## config.mk

```make
export PLATFORM = sky130hd
export DESIGN_NAME = light_sensor_regs
export DESIGN_NICKNAME = d
export VERILOG_FILES = /design/src/logic/light_sensor_pkg.sv /design/src/logic/light_sensor_regs.sv
export SDC_FILE = /design/constraint.sdc
export NUM_CORES = 1
export LEC_CHECK = 0
export BUFFER_PORTS_ARGS = -buffer_cell sky130_fd_sc_hd__buf_2
export CAP_MARGIN = 20
export CELL_PAD_IN_SITES_DETAIL_PLACEMENT = 0
export CELL_PAD_IN_SITES_GLOBAL_PLACEMENT = 1
export CORE_MARGIN = 2
export CORE_UTILIZATION = 36
export CTS_BUF_LIST = sky130_fd_sc_hd__clkbuf_16
export DETAILED_ROUTE_END_ITERATION = 12
export PLACE_DENSITY = 0.87
export SLEW_MARGIN = 40
export SYNTH_ARGS = -nofsm -noshare
export SYNTH_HDL_FRONTEND = slang
export SYNTH_SLANG_ARGS = --single-unit
```

## constraint.sdc

```tcl
create_clock -name SYS_CLK_IN -period 1.55 [get_ports SYS_CLK_IN]
set_input_delay 0.465 -clock SYS_CLK_IN [delete_from_list [all_inputs] [get_ports SYS_CLK_IN]]
set_output_delay 0.465 -clock SYS_CLK_IN [all_outputs]
set_load 0.02 [all_outputs]
```

## src/logic/light_sensor_pkg.sv

```systemverilog
// Constants for the gain, identification and status register bank.
// Assumes a serial bus engine on the same clock that presents register accesses.
package light_sensor_pkg;

  // ---------------------------------------------------------------
  // Register offsets
  // ---------------------------------------------------------------
  localparam logic [7:0] GAIN_RANGE_ADDR  = 8'h05;
  localparam logic [7:0] DEVICE_ID_ADDR   = 8'h06;
  localparam logic [7:0] STATUS_ADDR      = 8'h07;
  localparam logic [7:0] FREEZE_LO_ADDR   = 8'h07;
  localparam logic [7:0] FREEZE_HI_ADDR   = 8'h12;
  localparam logic [7:0] DATA_LO_ADDR     = 8'h0D;
  localparam logic [7:0] DATA_HI_ADDR     = 8'h12;

  // ---------------------------------------------------------------
  // Reset values
  // ---------------------------------------------------------------
  localparam logic [7:0] GAIN_RESET       = 8'h01;
  localparam logic [7:0] STATUS_RESET     = 8'h20;

  // ---------------------------------------------------------------
  // Field positions
  // ---------------------------------------------------------------
  localparam int GAIN_FIELD_MSB           = 2;
  localparam int GAIN_FIELD_LSB           = 0;
  localparam int ID_PRODUCT_MSB           = 7;
  localparam int ID_PRODUCT_LSB           = 4;
  localparam int ID_REVISION_MSB          = 3;
  localparam int ID_REVISION_LSB          = 0;
  localparam int STATUS_POWER_ON_BIT      = 5;
  localparam int STATUS_IRQ_BIT           = 4;
  localparam int STATUS_NEW_DATA_BIT      = 3;

  // ---------------------------------------------------------------
  // Gain codes and factors
  // ---------------------------------------------------------------
  localparam logic [2:0] GAIN_CODE_X1     = 3'h0;
  localparam logic [2:0] GAIN_CODE_X3     = 3'h1;
  localparam logic [2:0] GAIN_CODE_X6     = 3'h2;
  localparam logic [2:0] GAIN_CODE_X9     = 3'h3;
  localparam logic [2:0] GAIN_CODE_X18    = 3'h4;
  localparam logic [4:0] GAIN_FACTOR_X1   = 5'h01;
  localparam logic [4:0] GAIN_FACTOR_X3   = 5'h03;
  localparam logic [4:0] GAIN_FACTOR_X6   = 5'h06;
  localparam logic [4:0] GAIN_FACTOR_X9   = 5'h09;
  localparam logic [4:0] GAIN_FACTOR_X18  = 5'h12;

  // ---------------------------------------------------------------
  // Channels
  // ---------------------------------------------------------------
  localparam int CHAN_COUNT               = 2;
  localparam int CHAN_VISIBLE             = 0;
  localparam int CHAN_UV                  = 1;

endpackage

```

## src/logic/light_sensor_regs.sv

```systemverilog
// Gain range, identification and status registers of the light sensor.
// Assumes register accesses and measurement events come from logic on SYS_CLK_IN.
// Assumes READ_ACTIVE_IN spans a whole serial read and MEAS_DONE_IN pulses once.
// Thresholds, persistence and enable are held by registers outside this block.
`timescale 1ns/1ps
`default_nettype none

// Functional notes
// The 3-bit gain code selects gain 1, 3, 6, 9 or 18 for codes 000 to 100.
// The gain register resets to 0x01 and its bits 7:3 always read zero.
// The identification register is read-only with product in 7:4 and revision in 3:0.
// The revision field is raised by one for each new silicon revision.
// After power-on the status power-on flag in bit 5 reads 1.
// A status read clears the power-on flag.
// With the threshold interrupt on, data above the upper or below the lower limit sets bit 4.
// Bit 4 is set only after the out-of-range condition holds for the persistence count.
// Bit 4 stays set until a status read clears it.
// Bit 3 is set by a new unread result and cleared by a status read.
// Bit 3 reads 0 once the held measurement data has been read.
// The status register resets to 0x20 with its reserved bits at zero.
// During a serial read into 0x07 to 0x12 the visible data freezes and new results wait.
// The threshold interrupt is produced only while its enable is 1.
// The persistence count is the number of out-of-range results before the interrupt.
// A status read returns the flags as they stood and then clears them, losing no new event.
// Writes to the identification and status registers are ignored.
module light_sensor_regs
  import light_sensor_pkg::*;
#(
  parameter int         DATA_WIDTH    = 20,
  parameter int         PERSIST_WIDTH = 4,
  // Arbitrary neutral identity values
  parameter logic [3:0] PRODUCT_ID    = 4'h5,
  parameter logic [3:0] REVISION_ID   = 4'h1
) (
  input  wire logic                     SYS_CLK_IN,
  input  wire logic                     ARST_N_IN,
  input  wire logic [7:0]               REG_ADDR_IN,
  input  wire logic                     REG_WR_IN,
  input  wire logic [7:0]               REG_WDATA_IN,
  input  wire logic                     REG_RD_IN,
  input  wire logic                     READ_ACTIVE_IN,
  input  wire logic                     MEAS_DONE_IN,
  input  wire logic [DATA_WIDTH-1:0]    MEAS_VISIBLE_IN,
  input  wire logic [DATA_WIDTH-1:0]    MEAS_UV_IN,
  input  wire logic                     IRQ_SELECT_UV_IN,
  input  wire logic                     THRESHOLD_IRQ_ENABLE_IN,
  input  wire logic [PERSIST_WIDTH-1:0] IRQ_PERSISTENCE_IN,
  input  wire logic [DATA_WIDTH-1:0]    THRESH_UPPER_IN,
  input  wire logic [DATA_WIDTH-1:0]    THRESH_LOWER_IN,
  output logic      [7:0]               REG_RDATA_OUT,
  output logic      [2:0]               GAIN_CODE_OUT,
  output logic      [4:0]               GAIN_FACTOR_OUT,
  output logic      [DATA_WIDTH-1:0]    VISIBLE_DATA_OUT,
  output logic      [DATA_WIDTH-1:0]    UV_DATA_OUT,
  output logic                          IRQ_FLAG_OUT,
  output logic                          NEW_DATA_OUT
);

  // ---------------------------------------------------------------
  // Access decode
  // ---------------------------------------------------------------
  logic                     status_rd;
  logic                     data_rd;
  logic                     gain_wr;
  logic                     freeze;
  logic                     publish;
  logic [DATA_WIDTH-1:0]    meas [CHAN_COUNT];

  assign status_rd = REG_RD_IN && (REG_ADDR_IN == STATUS_ADDR);
  assign data_rd   = REG_RD_IN && (REG_ADDR_IN >= DATA_LO_ADDR)
                     && (REG_ADDR_IN <= DATA_HI_ADDR);
  // Identification and status have no write path at all
  assign gain_wr   = REG_WR_IN && (REG_ADDR_IN == GAIN_RANGE_ADDR);
  // Pointer range, not the read strobe, decides the freeze
  assign freeze    = READ_ACTIVE_IN && (REG_ADDR_IN >= FREEZE_LO_ADDR)
                     && (REG_ADDR_IN <= FREEZE_HI_ADDR);
  assign meas[CHAN_VISIBLE] = MEAS_VISIBLE_IN;
  assign meas[CHAN_UV]      = MEAS_UV_IN;

  // ---------------------------------------------------------------
  // Gain range register
  // ---------------------------------------------------------------
  logic [2:0] gain_q;
  logic [2:0] gain_d;
  logic [4:0] factor_q;
  logic [4:0] factor_d;

  always_comb begin
    gain_d = gain_q;
    // Reserved codes above 100 are dropped so the factor stays defined
    if (gain_wr && (REG_WDATA_IN[GAIN_FIELD_MSB:GAIN_FIELD_LSB] <= GAIN_CODE_X18)) begin
      gain_d = REG_WDATA_IN[GAIN_FIELD_MSB:GAIN_FIELD_LSB];
    end
    // Factor follows the next code so both registers move together
    unique case (gain_d)
      GAIN_CODE_X1:  factor_d = GAIN_FACTOR_X1;
      GAIN_CODE_X3:  factor_d = GAIN_FACTOR_X3;
      GAIN_CODE_X6:  factor_d = GAIN_FACTOR_X6;
      GAIN_CODE_X9:  factor_d = GAIN_FACTOR_X9;
      GAIN_CODE_X18: factor_d = GAIN_FACTOR_X18;
      default:       factor_d = GAIN_FACTOR_X3;
    endcase
  end

  always_ff @(posedge SYS_CLK_IN or negedge ARST_N_IN) begin
    if (!ARST_N_IN) begin
      gain_q   <= GAIN_RESET[GAIN_FIELD_MSB:GAIN_FIELD_LSB];
      factor_q <= GAIN_FACTOR_X3;
    end else begin
      gain_q   <= gain_d;
      factor_q <= factor_d;
    end
  end

  // ---------------------------------------------------------------
  // Measurement staging and freeze
  // ---------------------------------------------------------------
  logic pend_q;
  logic pend_d;

  // A fresh result while unfrozen supersedes anything still waiting
  assign publish = !freeze && (MEAS_DONE_IN || pend_q);

  always_comb begin
    pend_d = pend_q;
    if (MEAS_DONE_IN && freeze) begin
      pend_d = 1'b1;
    end else if (publish) begin
      pend_d = 1'b0;
    end
  end

  always_ff @(posedge SYS_CLK_IN or negedge ARST_N_IN) begin
    if (!ARST_N_IN) begin
      pend_q <= 1'b0;
    end else begin
      pend_q <= pend_d;
    end
  end

  // Stage keeps only the newest frozen result
  logic [DATA_WIDTH-1:0] shown_q [CHAN_COUNT];

  for (genvar ch = 0; ch < CHAN_COUNT; ch++) begin : g_chan
    logic [DATA_WIDTH-1:0] stage_q;
    logic [DATA_WIDTH-1:0] stage_d;
    logic [DATA_WIDTH-1:0] shown_d;

    always_comb begin
      stage_d = stage_q;
      shown_d = shown_q[ch];
      if (MEAS_DONE_IN && freeze) begin
        stage_d = meas[ch];
      end else if (MEAS_DONE_IN) begin
        shown_d = meas[ch];
      end else if (publish) begin
        shown_d = stage_q;
      end
    end

    always_ff @(posedge SYS_CLK_IN or negedge ARST_N_IN) begin
      if (!ARST_N_IN) begin
        stage_q     <= '0;
        shown_q[ch] <= '0;
      end else begin
        stage_q     <= stage_d;
        shown_q[ch] <= shown_d;
      end
    end
  end

  // ---------------------------------------------------------------
  // Threshold persistence
  // ---------------------------------------------------------------
  logic [DATA_WIDTH-1:0]  sel_data;
  logic                   out_of_range;
  logic                   irq_event;
  logic [PERSIST_WIDTH:0] persist_q;
  logic [PERSIST_WIDTH:0] persist_d;

  // Raw results feed the compare, so a frozen view never delays the flag
  assign sel_data     = IRQ_SELECT_UV_IN ? MEAS_UV_IN : MEAS_VISIBLE_IN;
  assign out_of_range = (sel_data > THRESH_UPPER_IN) || (sel_data < THRESH_LOWER_IN);
  // Fires on the result that makes the run exceed the persistence setting
  assign irq_event    = MEAS_DONE_IN && THRESHOLD_IRQ_ENABLE_IN && out_of_range
                        && (persist_q >= {1'b0, IRQ_PERSISTENCE_IN});

  always_comb begin
    persist_d = persist_q;
    if (MEAS_DONE_IN) begin
      if (THRESHOLD_IRQ_ENABLE_IN && out_of_range) begin
        // Saturates so a long run never wraps back below the setting
        if (persist_q != {(PERSIST_WIDTH+1){1'b1}}) begin
          persist_d = persist_q + 1'b1;
        end
      end else begin
        persist_d = '0;
      end
    end
  end

  always_ff @(posedge SYS_CLK_IN or negedge ARST_N_IN) begin
    if (!ARST_N_IN) begin
      persist_q <= '0;
    end else begin
      persist_q <= persist_d;
    end
  end

  // ---------------------------------------------------------------
  // Status flags
  // ---------------------------------------------------------------
  logic power_on_q;
  logic power_on_d;
  logic irq_q;
  logic irq_d;
  logic new_q;
  logic new_d;
  logic flag_clr;
  logic new_clr;

  // Data reads retire new data but leave the event flags alone
  assign flag_clr = status_rd;
  assign new_clr  = status_rd || data_rd;

  always_comb begin
    power_on_d = power_on_q && !flag_clr;
    // Set terms come last so an event in the clearing cycle survives
    irq_d      = (irq_q && !flag_clr) || irq_event;
    new_d      = (new_q && !new_clr) || publish;
  end

  always_ff @(posedge SYS_CLK_IN or negedge ARST_N_IN) begin
    if (!ARST_N_IN) begin
      // Only the power-on flag leaves reset set
      power_on_q <= STATUS_RESET[STATUS_POWER_ON_BIT];
      irq_q      <= STATUS_RESET[STATUS_IRQ_BIT];
      new_q      <= STATUS_RESET[STATUS_NEW_DATA_BIT];
    end else begin
      power_on_q <= power_on_d;
      irq_q      <= irq_d;
      new_q      <= new_d;
    end
  end

  // ---------------------------------------------------------------
  // Read data
  // ---------------------------------------------------------------
  logic [7:0] rdata_q;
  logic [7:0] rdata_d;
  logic [7:0] gain_word;
  logic [7:0] id_word;
  logic [7:0] status_word;

  // Word assembly kept apart from the capture below
  always_comb begin
    gain_word = 8'h00;
    gain_word[GAIN_FIELD_MSB:GAIN_FIELD_LSB] = gain_q;
    id_word = 8'h00;
    id_word[ID_PRODUCT_MSB:ID_PRODUCT_LSB]   = PRODUCT_ID;
    id_word[ID_REVISION_MSB:ID_REVISION_LSB] = REVISION_ID;
    status_word = 8'h00;
    status_word[STATUS_POWER_ON_BIT] = power_on_q;
    status_word[STATUS_IRQ_BIT]      = irq_q;
    status_word[STATUS_NEW_DATA_BIT] = new_q;
  end

  always_comb begin
    rdata_d = rdata_q;
    // Captured from the pre-clear flags, so the read shows what it clears
    if (REG_RD_IN) begin
      unique case (REG_ADDR_IN)
        GAIN_RANGE_ADDR: rdata_d = gain_word;
        DEVICE_ID_ADDR:  rdata_d = id_word;
        STATUS_ADDR:     rdata_d = status_word;
        default:         rdata_d = 8'h00;
      endcase
    end
  end

  always_ff @(posedge SYS_CLK_IN or negedge ARST_N_IN) begin
    if (!ARST_N_IN) begin
      rdata_q <= 8'h00;
    end else begin
      rdata_q <= rdata_d;
    end
  end

  // ---------------------------------------------------------------
  // Outputs
  // ---------------------------------------------------------------
  assign REG_RDATA_OUT    = rdata_q;
  assign GAIN_CODE_OUT    = gain_q;
  // Factor leaves as a register so no decode glitch reaches the gain stage
  assign GAIN_FACTOR_OUT  = factor_q;
  assign VISIBLE_DATA_OUT = shown_q[CHAN_VISIBLE];
  assign UV_DATA_OUT      = shown_q[CHAN_UV];
  assign IRQ_FLAG_OUT     = irq_q;
  assign NEW_DATA_OUT     = new_q;

endmodule

`default_nettype wire

```

==> impl_metrics.tcl, run 1 <==
set metrics [dict create \
    fmax_mhz 399 \
    end_kind "flip-flop" \
    syn_inst 550 \
    required_ns 1.78 \
    postPlaceCellArea_sq_mm 0.00761 \
    setup_tns_ns -7.32 \
    tritoncts "done" \
    die_x_um 130 \
    ant_nets 0 \
    fillers 1305 \
    clk_path_buf_depth 2 \
    finish.instance_area_sq_mm 0.00885 \
    async_reset_ff_frac 1.00 \
    worst_ep_arrival_time_ns 2.73 \
    powerDensity_mw_per_mm2 856 \
    seq_area_sq_mm 0.00261 \
    root_buffer "clkbuf_16" \
    finalCriticalPeriod_ns 2.51 \
    ir_drop_v 0.000712 \
    startpoint "IRQ_SELECT_UV_IN" \
    place_hpwl_um 11600 \
    grt_max_degree 43 \
    netlist_area_sq_mm 0.00574 \
    nNetsFinal 945 \
    synth_area_leader_cell "dfrtp_1" \
    synth-edff-count 0 \
    syn_nets 703 \
    ios 166 \
    cp-start-kind "input pin" \
    ys_seq_elements 104 \
    hold_ws_ns 0.00883 \
    synth_common_cells "dfrtp_1 (100), inv_1 (65), nor2_1 (54)" \
    rsz0062_at_grt "true" \
    wire_per_inst_um 17.0 \
    die_h_um 130 \
    slew_viol_final 0 \
    antenna_cells 0 \
    drt-initial-drc-count 206 \
    firstDrtPassIters 4 \
    hold_class "input pin to async pin" \
    cap_violations 0 \
    path_clk_slew_ns 0.07 \
    viasPerCell 4.87 \
    yosysWarnings 0 \
    grt_pass1_wl_um 23900 \
    syn_avg_cell_area_sq_um 10.4 \
    start_util 0.365 \
    setup_ws_ns -0.957 \
    setup_viol 45 \
    antenna_found_initial 1 \
    globalRouteTotalUtil 0.185 \
    drive_above_1_share 0.548 \
    skew_ns 0.0133 \
    cts_buffers 9 \
    hold_viol_final 0 \
    cts_sinks 104 \
    core_region_area_sq_mm 0.0157 \
    dp_cells 972 \
    area.growth.synth_to_final_pct 54.2 \
    clk_latency_ns 0.36 \
    drcViolationCount 0 \
    via_count 4932 \
    p_leak_nw 4.44 \
    cp_max_fo 8 \
    htreeDepth 3 \
    grt_pass1_vias 4755 \
    routed_wl_um 17300 \
    instances_no_fill 1013 \
    yosysMostFrequentCell "dfrtp_1" \
    fin_crit_sh 1.62 \
    seq_area_frac_synth 0.454 \
    violations "setup timing" \
    outcome "finished with violations" \
    grt_overflow 0 \
    r2r-start "persist_q[0]$_DFFE_PN0P_" \
    rows 46 \
    dieArea_sq_mm 0.0170 \
    synthTopCellsByArea "dfrtp_1 (44%), ha_1 (9.8%), mux2_2 (9.2%), mux2i_1 (7.1%), a21oi_1 (4.6%)" \
    path_class "input pin to flip-flop" \
    multi_input_area_sq_mm 0.00351 \
    synth_flop_cell "dfrtp_1" \
    portBuffers 159 \
    synth_top_area_share 0.436 \
    yosysUniqueCellTypes 47 \
    globalplace.congestion 0.868 \
]
critical path, stage by stage:
cell	delay (ns)
buf_12	0.11
buf_12	0.12
buf_12	0.12
mux2_2	0.34
buf_4	0.13
ha_1	0.28
nand4_1	0.17
nor2_2	0.10
a2111oi_4	0.41
o22ai_4	0.18
a31oi_4	0.19
o22ai_1	0.10
final timing paths:
path / end / slack [ns] / depth (start not counted)
worst max-delay path: persist_q[4]$_DFFE_PN0P_ / -0.96 / 12
worst min-delay path: REG_RDATA_OUT[1]$_DFFE_PN0P_ / 0.009 / 1
worst max register to register: persist_q[3]$_DFFE_PN0P_ / -0.14 / 7
worst min register to register: power_on_q$_DFF_PN1_ / 0.50 / 1
max in group asynchronous: GAIN_FACTOR_OUT[1]$_DFF_PN1_ / 1.03 / 2
min in group SYS_CLK_IN: g_chan[0].stage_q[12]$_DFFE_PN0P_ / 0.38 / 2
cell usage in the layout, fill, tap and decap left out, types with 8 or more instances in the layout:
master	instances
ha_1	34
mux2i_1	41
mux2_2	38
dfrtp_1	100
nor2_1	21
mux2_4	21
nor2_4	20
a21oi_1	12
clkbuf_16	15
buf_4	62
ha_4	11
buf_12	17
nand2_1	21
nor2_2	14
inv_1	65
nand3_1	8
a21oi_2	41
buf_2	153
nand4_1	9
logic make-up (layout without fill, tap and decap cells):
kind of cell	Yosys count	after routing	share of synthesized area
DFF	104	104	0.454
xor gates and xnor gates	2	2	0.00305
buffers and inverters	86	333	0.0586
AOI/OAI and AO/OA	102	102	0.114
adders and majority gates	45	45	0.0981
other	1	1	0.000653
muxes	100	100	0.187
and+or+nand+nor	110	110	0.0837
metrics by stage:
step	total power [mW]	setup slack [ns]	utilization
2_1_floorplan	4.37	-1.06	-
3_3_place_gp	5.07	-1.31	0.484
3_5_place_dp	5.13	-1.40	0.484
4_1_cts	7.28	-0.973	0.516
5_1_grt	7.97	-1.02	0.563
6_report	7.57	-0.957	0.563
final cells by class:
| type | instances | share of cell area |
|---|---|---|
| Clock buffer | 9 | 0.0254 |
| Clock inverter | 7 | 0.00424 |
| Inverter | 65 | 0.0276 |
| Multi-Input combinational cell | 360 | 0.396 |
| Sequential cell | 104 | 0.295 |
| Tap cell | 216 | 0.0305 |
| Timing Repair Buffer | 252 | 0.221 |
state kept, by name, indices dropped and copies added (netlist names):
signal / flops
g_chan.stage_q: 40
UV_DATA_OUT: 20
VISIBLE_DATA_OUT: 20
REG_RDATA_OUT: 7
GAIN_FACTOR_OUT: 5
persist_q: 5
GAIN_CODE_OUT: 3
IRQ_FLAG_OUT: 1
NEW_DATA_OUT: 1
pend_q: 1
power_on_q: 1
routing by layer:
layer  vias up  wire length (um)  global-route usage
met4         0               387              0.0588
met2       152              8640               0.310
met5         -                 0                   0
met3        27              1100              0.0500
met1      2358              7130               0.233
li1       2395                 -                   -
timing repair:
action,4_1_cts,5_1_grt
pin swaps,14,19
hold buffers,0,0
buffers inserted,4,6
gates cloned,4,11
setup endpoints to repair,14,90
resized for setup,20,124
power by group:
group / internal (mW) / switching (mW)
clock network: 1.07 / 1.01
logic: 1.09 / 1.12
registers: 3.05 / 0.224
total: 5.22 / 2.35
(Power assumes the default switching activity.)
==> inputs of run 2 (changes only) <==
- CELL_PAD_IN_SITES_DETAIL_PLACEMENT: 0 -> not set
- CELL_PAD_IN_SITES_GLOBAL_PLACEMENT: 1 -> not set
- CORE_UTILIZATION: 36 -> 47
- PLACE_DENSITY: 0.87 -> 0.86
==> run 2 against run 1 <==
The run still ends with setup timing left; clock power grew 20%; sequential power is essentially flat; sequential share of layout area shrank 1.2 points; register-to-register slack lost 0.03 ns; critical path depth is the same; die area shrank 23%; largest power group unchanged.
==> impl_metrics.tcl, run 2 (same netlist as run 1, synthesis figures left out) <==
set metrics [dict create \
    cap_violations 0 \
    drive_above_1_share 0.588 \
    clk_path_buf_depth 2 \
    worst_ep_arrival_time_ns 2.73 \
    area.growth.synth_to_final_pct 60.8 \
    final_common_cell "buf_2" \
    globalplace.congestion 0.912 \
    drt-initial-drc-count 352 \
    root_buffer "clkbuf_16" \
    finalCriticalPeriod_ns 2.51 \
    hold_viol_final 0 \
    clk_latency_ns 0.36 \
    die_h_um 115 \
    powerDensity_mw_per_mm2 899 \
    cp_common_cell "o21ai_1" \
    cts_hold_buf 0 \
    htreeDepth 3 \
    place_hpwl_um 11500 \
    ant_nets 0 \
    required_ns 1.78 \
    grt_max_degree 33 \
    skew_ns 0.0120 \
    ios 166 \
    setup_ws_ns -0.955 \
    tritoncts "done" \
    wire_per_inst_um 22.4 \
    start_util 0.480 \
    fin_crit_sh 1.62 \
    end_kind "flip-flop" \
    pre_cts_ws_ns -1.30 \
    path_clk_slew_ns 0.07 \
    antenna_cells 0 \
    grt_pass1_vias 5250 \
    dieArea_sq_mm 0.0131 \
    top_register "g_chan.stage_q" \
    cpMaxStageDelayCell "a221o_1" \
    hold_class "input pin to async pin" \
    largest_reg_flops 40 \
    pwr-share-seq 0.398 \
    violations "setup timing" \
    fillers 688 \
    fmax_mhz 399 \
    cts_sinks 104 \
    globalRouteTotalUtil 0.274 \
    firstDrtPassIters 5 \
    cp_top_family "compound AO/OA/AOI/OAI gates" \
    rows 40 \
    grt_pass1_wl_um 27000 \
    core_region_area_sq_mm 0.0120 \
    cts_buffers 9 \
    cp_max_fo 5 \
    p_leak_nw 4.62 \
    crit_chain "buf_12 > buf_16 > mux2_4 > ha_4 > a21oi_2 > o21ai_1 > a221o_1 > o21ai_1 > o22ai_4 > buf_6 > nand4_1 > o221ai_2" \
    viasPerCell 5.80 \
    intPower_mw 5.68 \
    via_count 5575 \
    r2r-start "persist_q[0]$_DFFE_PN0P_" \
    startpoint "IRQ_SELECT_UV_IN" \
    p_sw_frac 0.315 \
    slew_viol_final 0 \
    pwr-share-clk 0.301 \
    antenna_found_initial 1 \
    power.share.combinational 0.301 \
    portBuffers 159 \
    grt_overflow 0 \
    path_buf_inv 3 \
    routed_wl_um 21500 \
    p_sw_mw 2.62 \
    utilization 0.772 \
    max_stage_delay_ns 0.42 \
    drcViolationCount 0 \
    setup_viol 94 \
    die_x_um 115 \
    nNetsFinal 962 \
    outcome "finished with violations" \
    path_class "input pin to flip-flop" \
    ir_drop_v 0.000737 \
    final_cell_mix "buf_2 (152), dfrtp_1 (100), buf_4 (72)" \
    rsz0062_at_grt "true" \
    cp-start-kind "input pin" \
]
[run 2: metal layers]
| metal | vias to the layer above | wire length (um) | GRT usage |
|---|---|---|---|
| li1 | 2433 | - | - |
| met1 | 2782 | 8060 | 0.336 |
| met2 | 264 | 11100 | 0.469 |
| met3 | 94 | 1230 | 0.0646 |
| met4 | 2 | 1120 | 0.103 |
| met5 | - | 11 | 0 |
[run 2: final cells by class]
type	instances	area, sq um	share of cell area
well taps	147	184	0.0199
flip-flops and latches	104	2610	0.282
multi-input cells	360	3710	0.402
clock inverters	7	93.8	0.0102
inverters	65	244	0.0264
repair buffers	269	2160	0.235
clock buffers	9	225	0.0244
[run 2: through the flow]
| stage | hold WS [ns] | area (sq um) | total power [mW] | TNS, ns | instances |
|---|---|---|---|---|---|
| after floorplan | 0.169 | 6100 | 4.37 | -12.38 | 550 |
| after global placement | 0.438 | 7530 | 5.06 | -37.52 | 907 |
| after detailed placement | 0.447 | 7530 | 5.14 | -39.39 | 907 |
| after CTS | 0.0696 | 8390 | 7.75 | -9.99 | 940 |
| after global routing | 0.0803 | 9230 | 8.62 | -19.53 | 961 |
| final | 0.0567 | 9230 | 8.30 | -16.70 | 961 |
[run 2: power groups by stage]
stage,clock (mW),combinational (mW),sequential (mW)
2_1_floorplan,0,0.952,3.42
3_3_place_gp,0,1.80,3.26
3_5_place_dp,0,1.86,3.28
4_1_cts,2.47,2.04,3.24
5_1_grt,2.65,2.64,3.33
6_report,2.49,2.50,3.30
[run 2: worst reg2reg max path: stages (launching register included)]
cell	delay, ns
dfrtp_1	0.40
ha_1	0.21
inv_1	0.07
nor3_1	0.05
ha_1	0.18
or4_1	0.43
nor2_1	0.12
nand4_1	0.11
o21ai_1	0.09
[run 2: path summary, 6_finish.rpt]
check                                                     to  slack (ns)  cells past startpoint
setup / recovery                    persist_q[2]$_DFFE_PN0P_       -0.96                     12
hold / removal                    UV_DATA_OUT[4]$_DFFE_PN0P_        0.06                      1
setup reg to reg                    persist_q[3]$_DFFE_PN0P_       -0.17                      8
hold reg to reg                         power_on_q$_DFF_PN1_        0.50                      1
max in group asynchronous   g_chan[1].stage_q[4]$_DFFE_PN0P_        0.95                      2
min in group SYS_CLK_IN    g_chan[0].stage_q[18]$_DFFE_PN0P_        0.39                      2
[run 2: what timing repair did]
item                                    4_1_cts  5_1_grt
gates resized for setup                      50      141
gates cloned                                 11       10
buffers inserted                              6       16
endpoints found under the hold margin         0        0
pin swaps                                    17       32
endpoints found under the setup margin       27       93
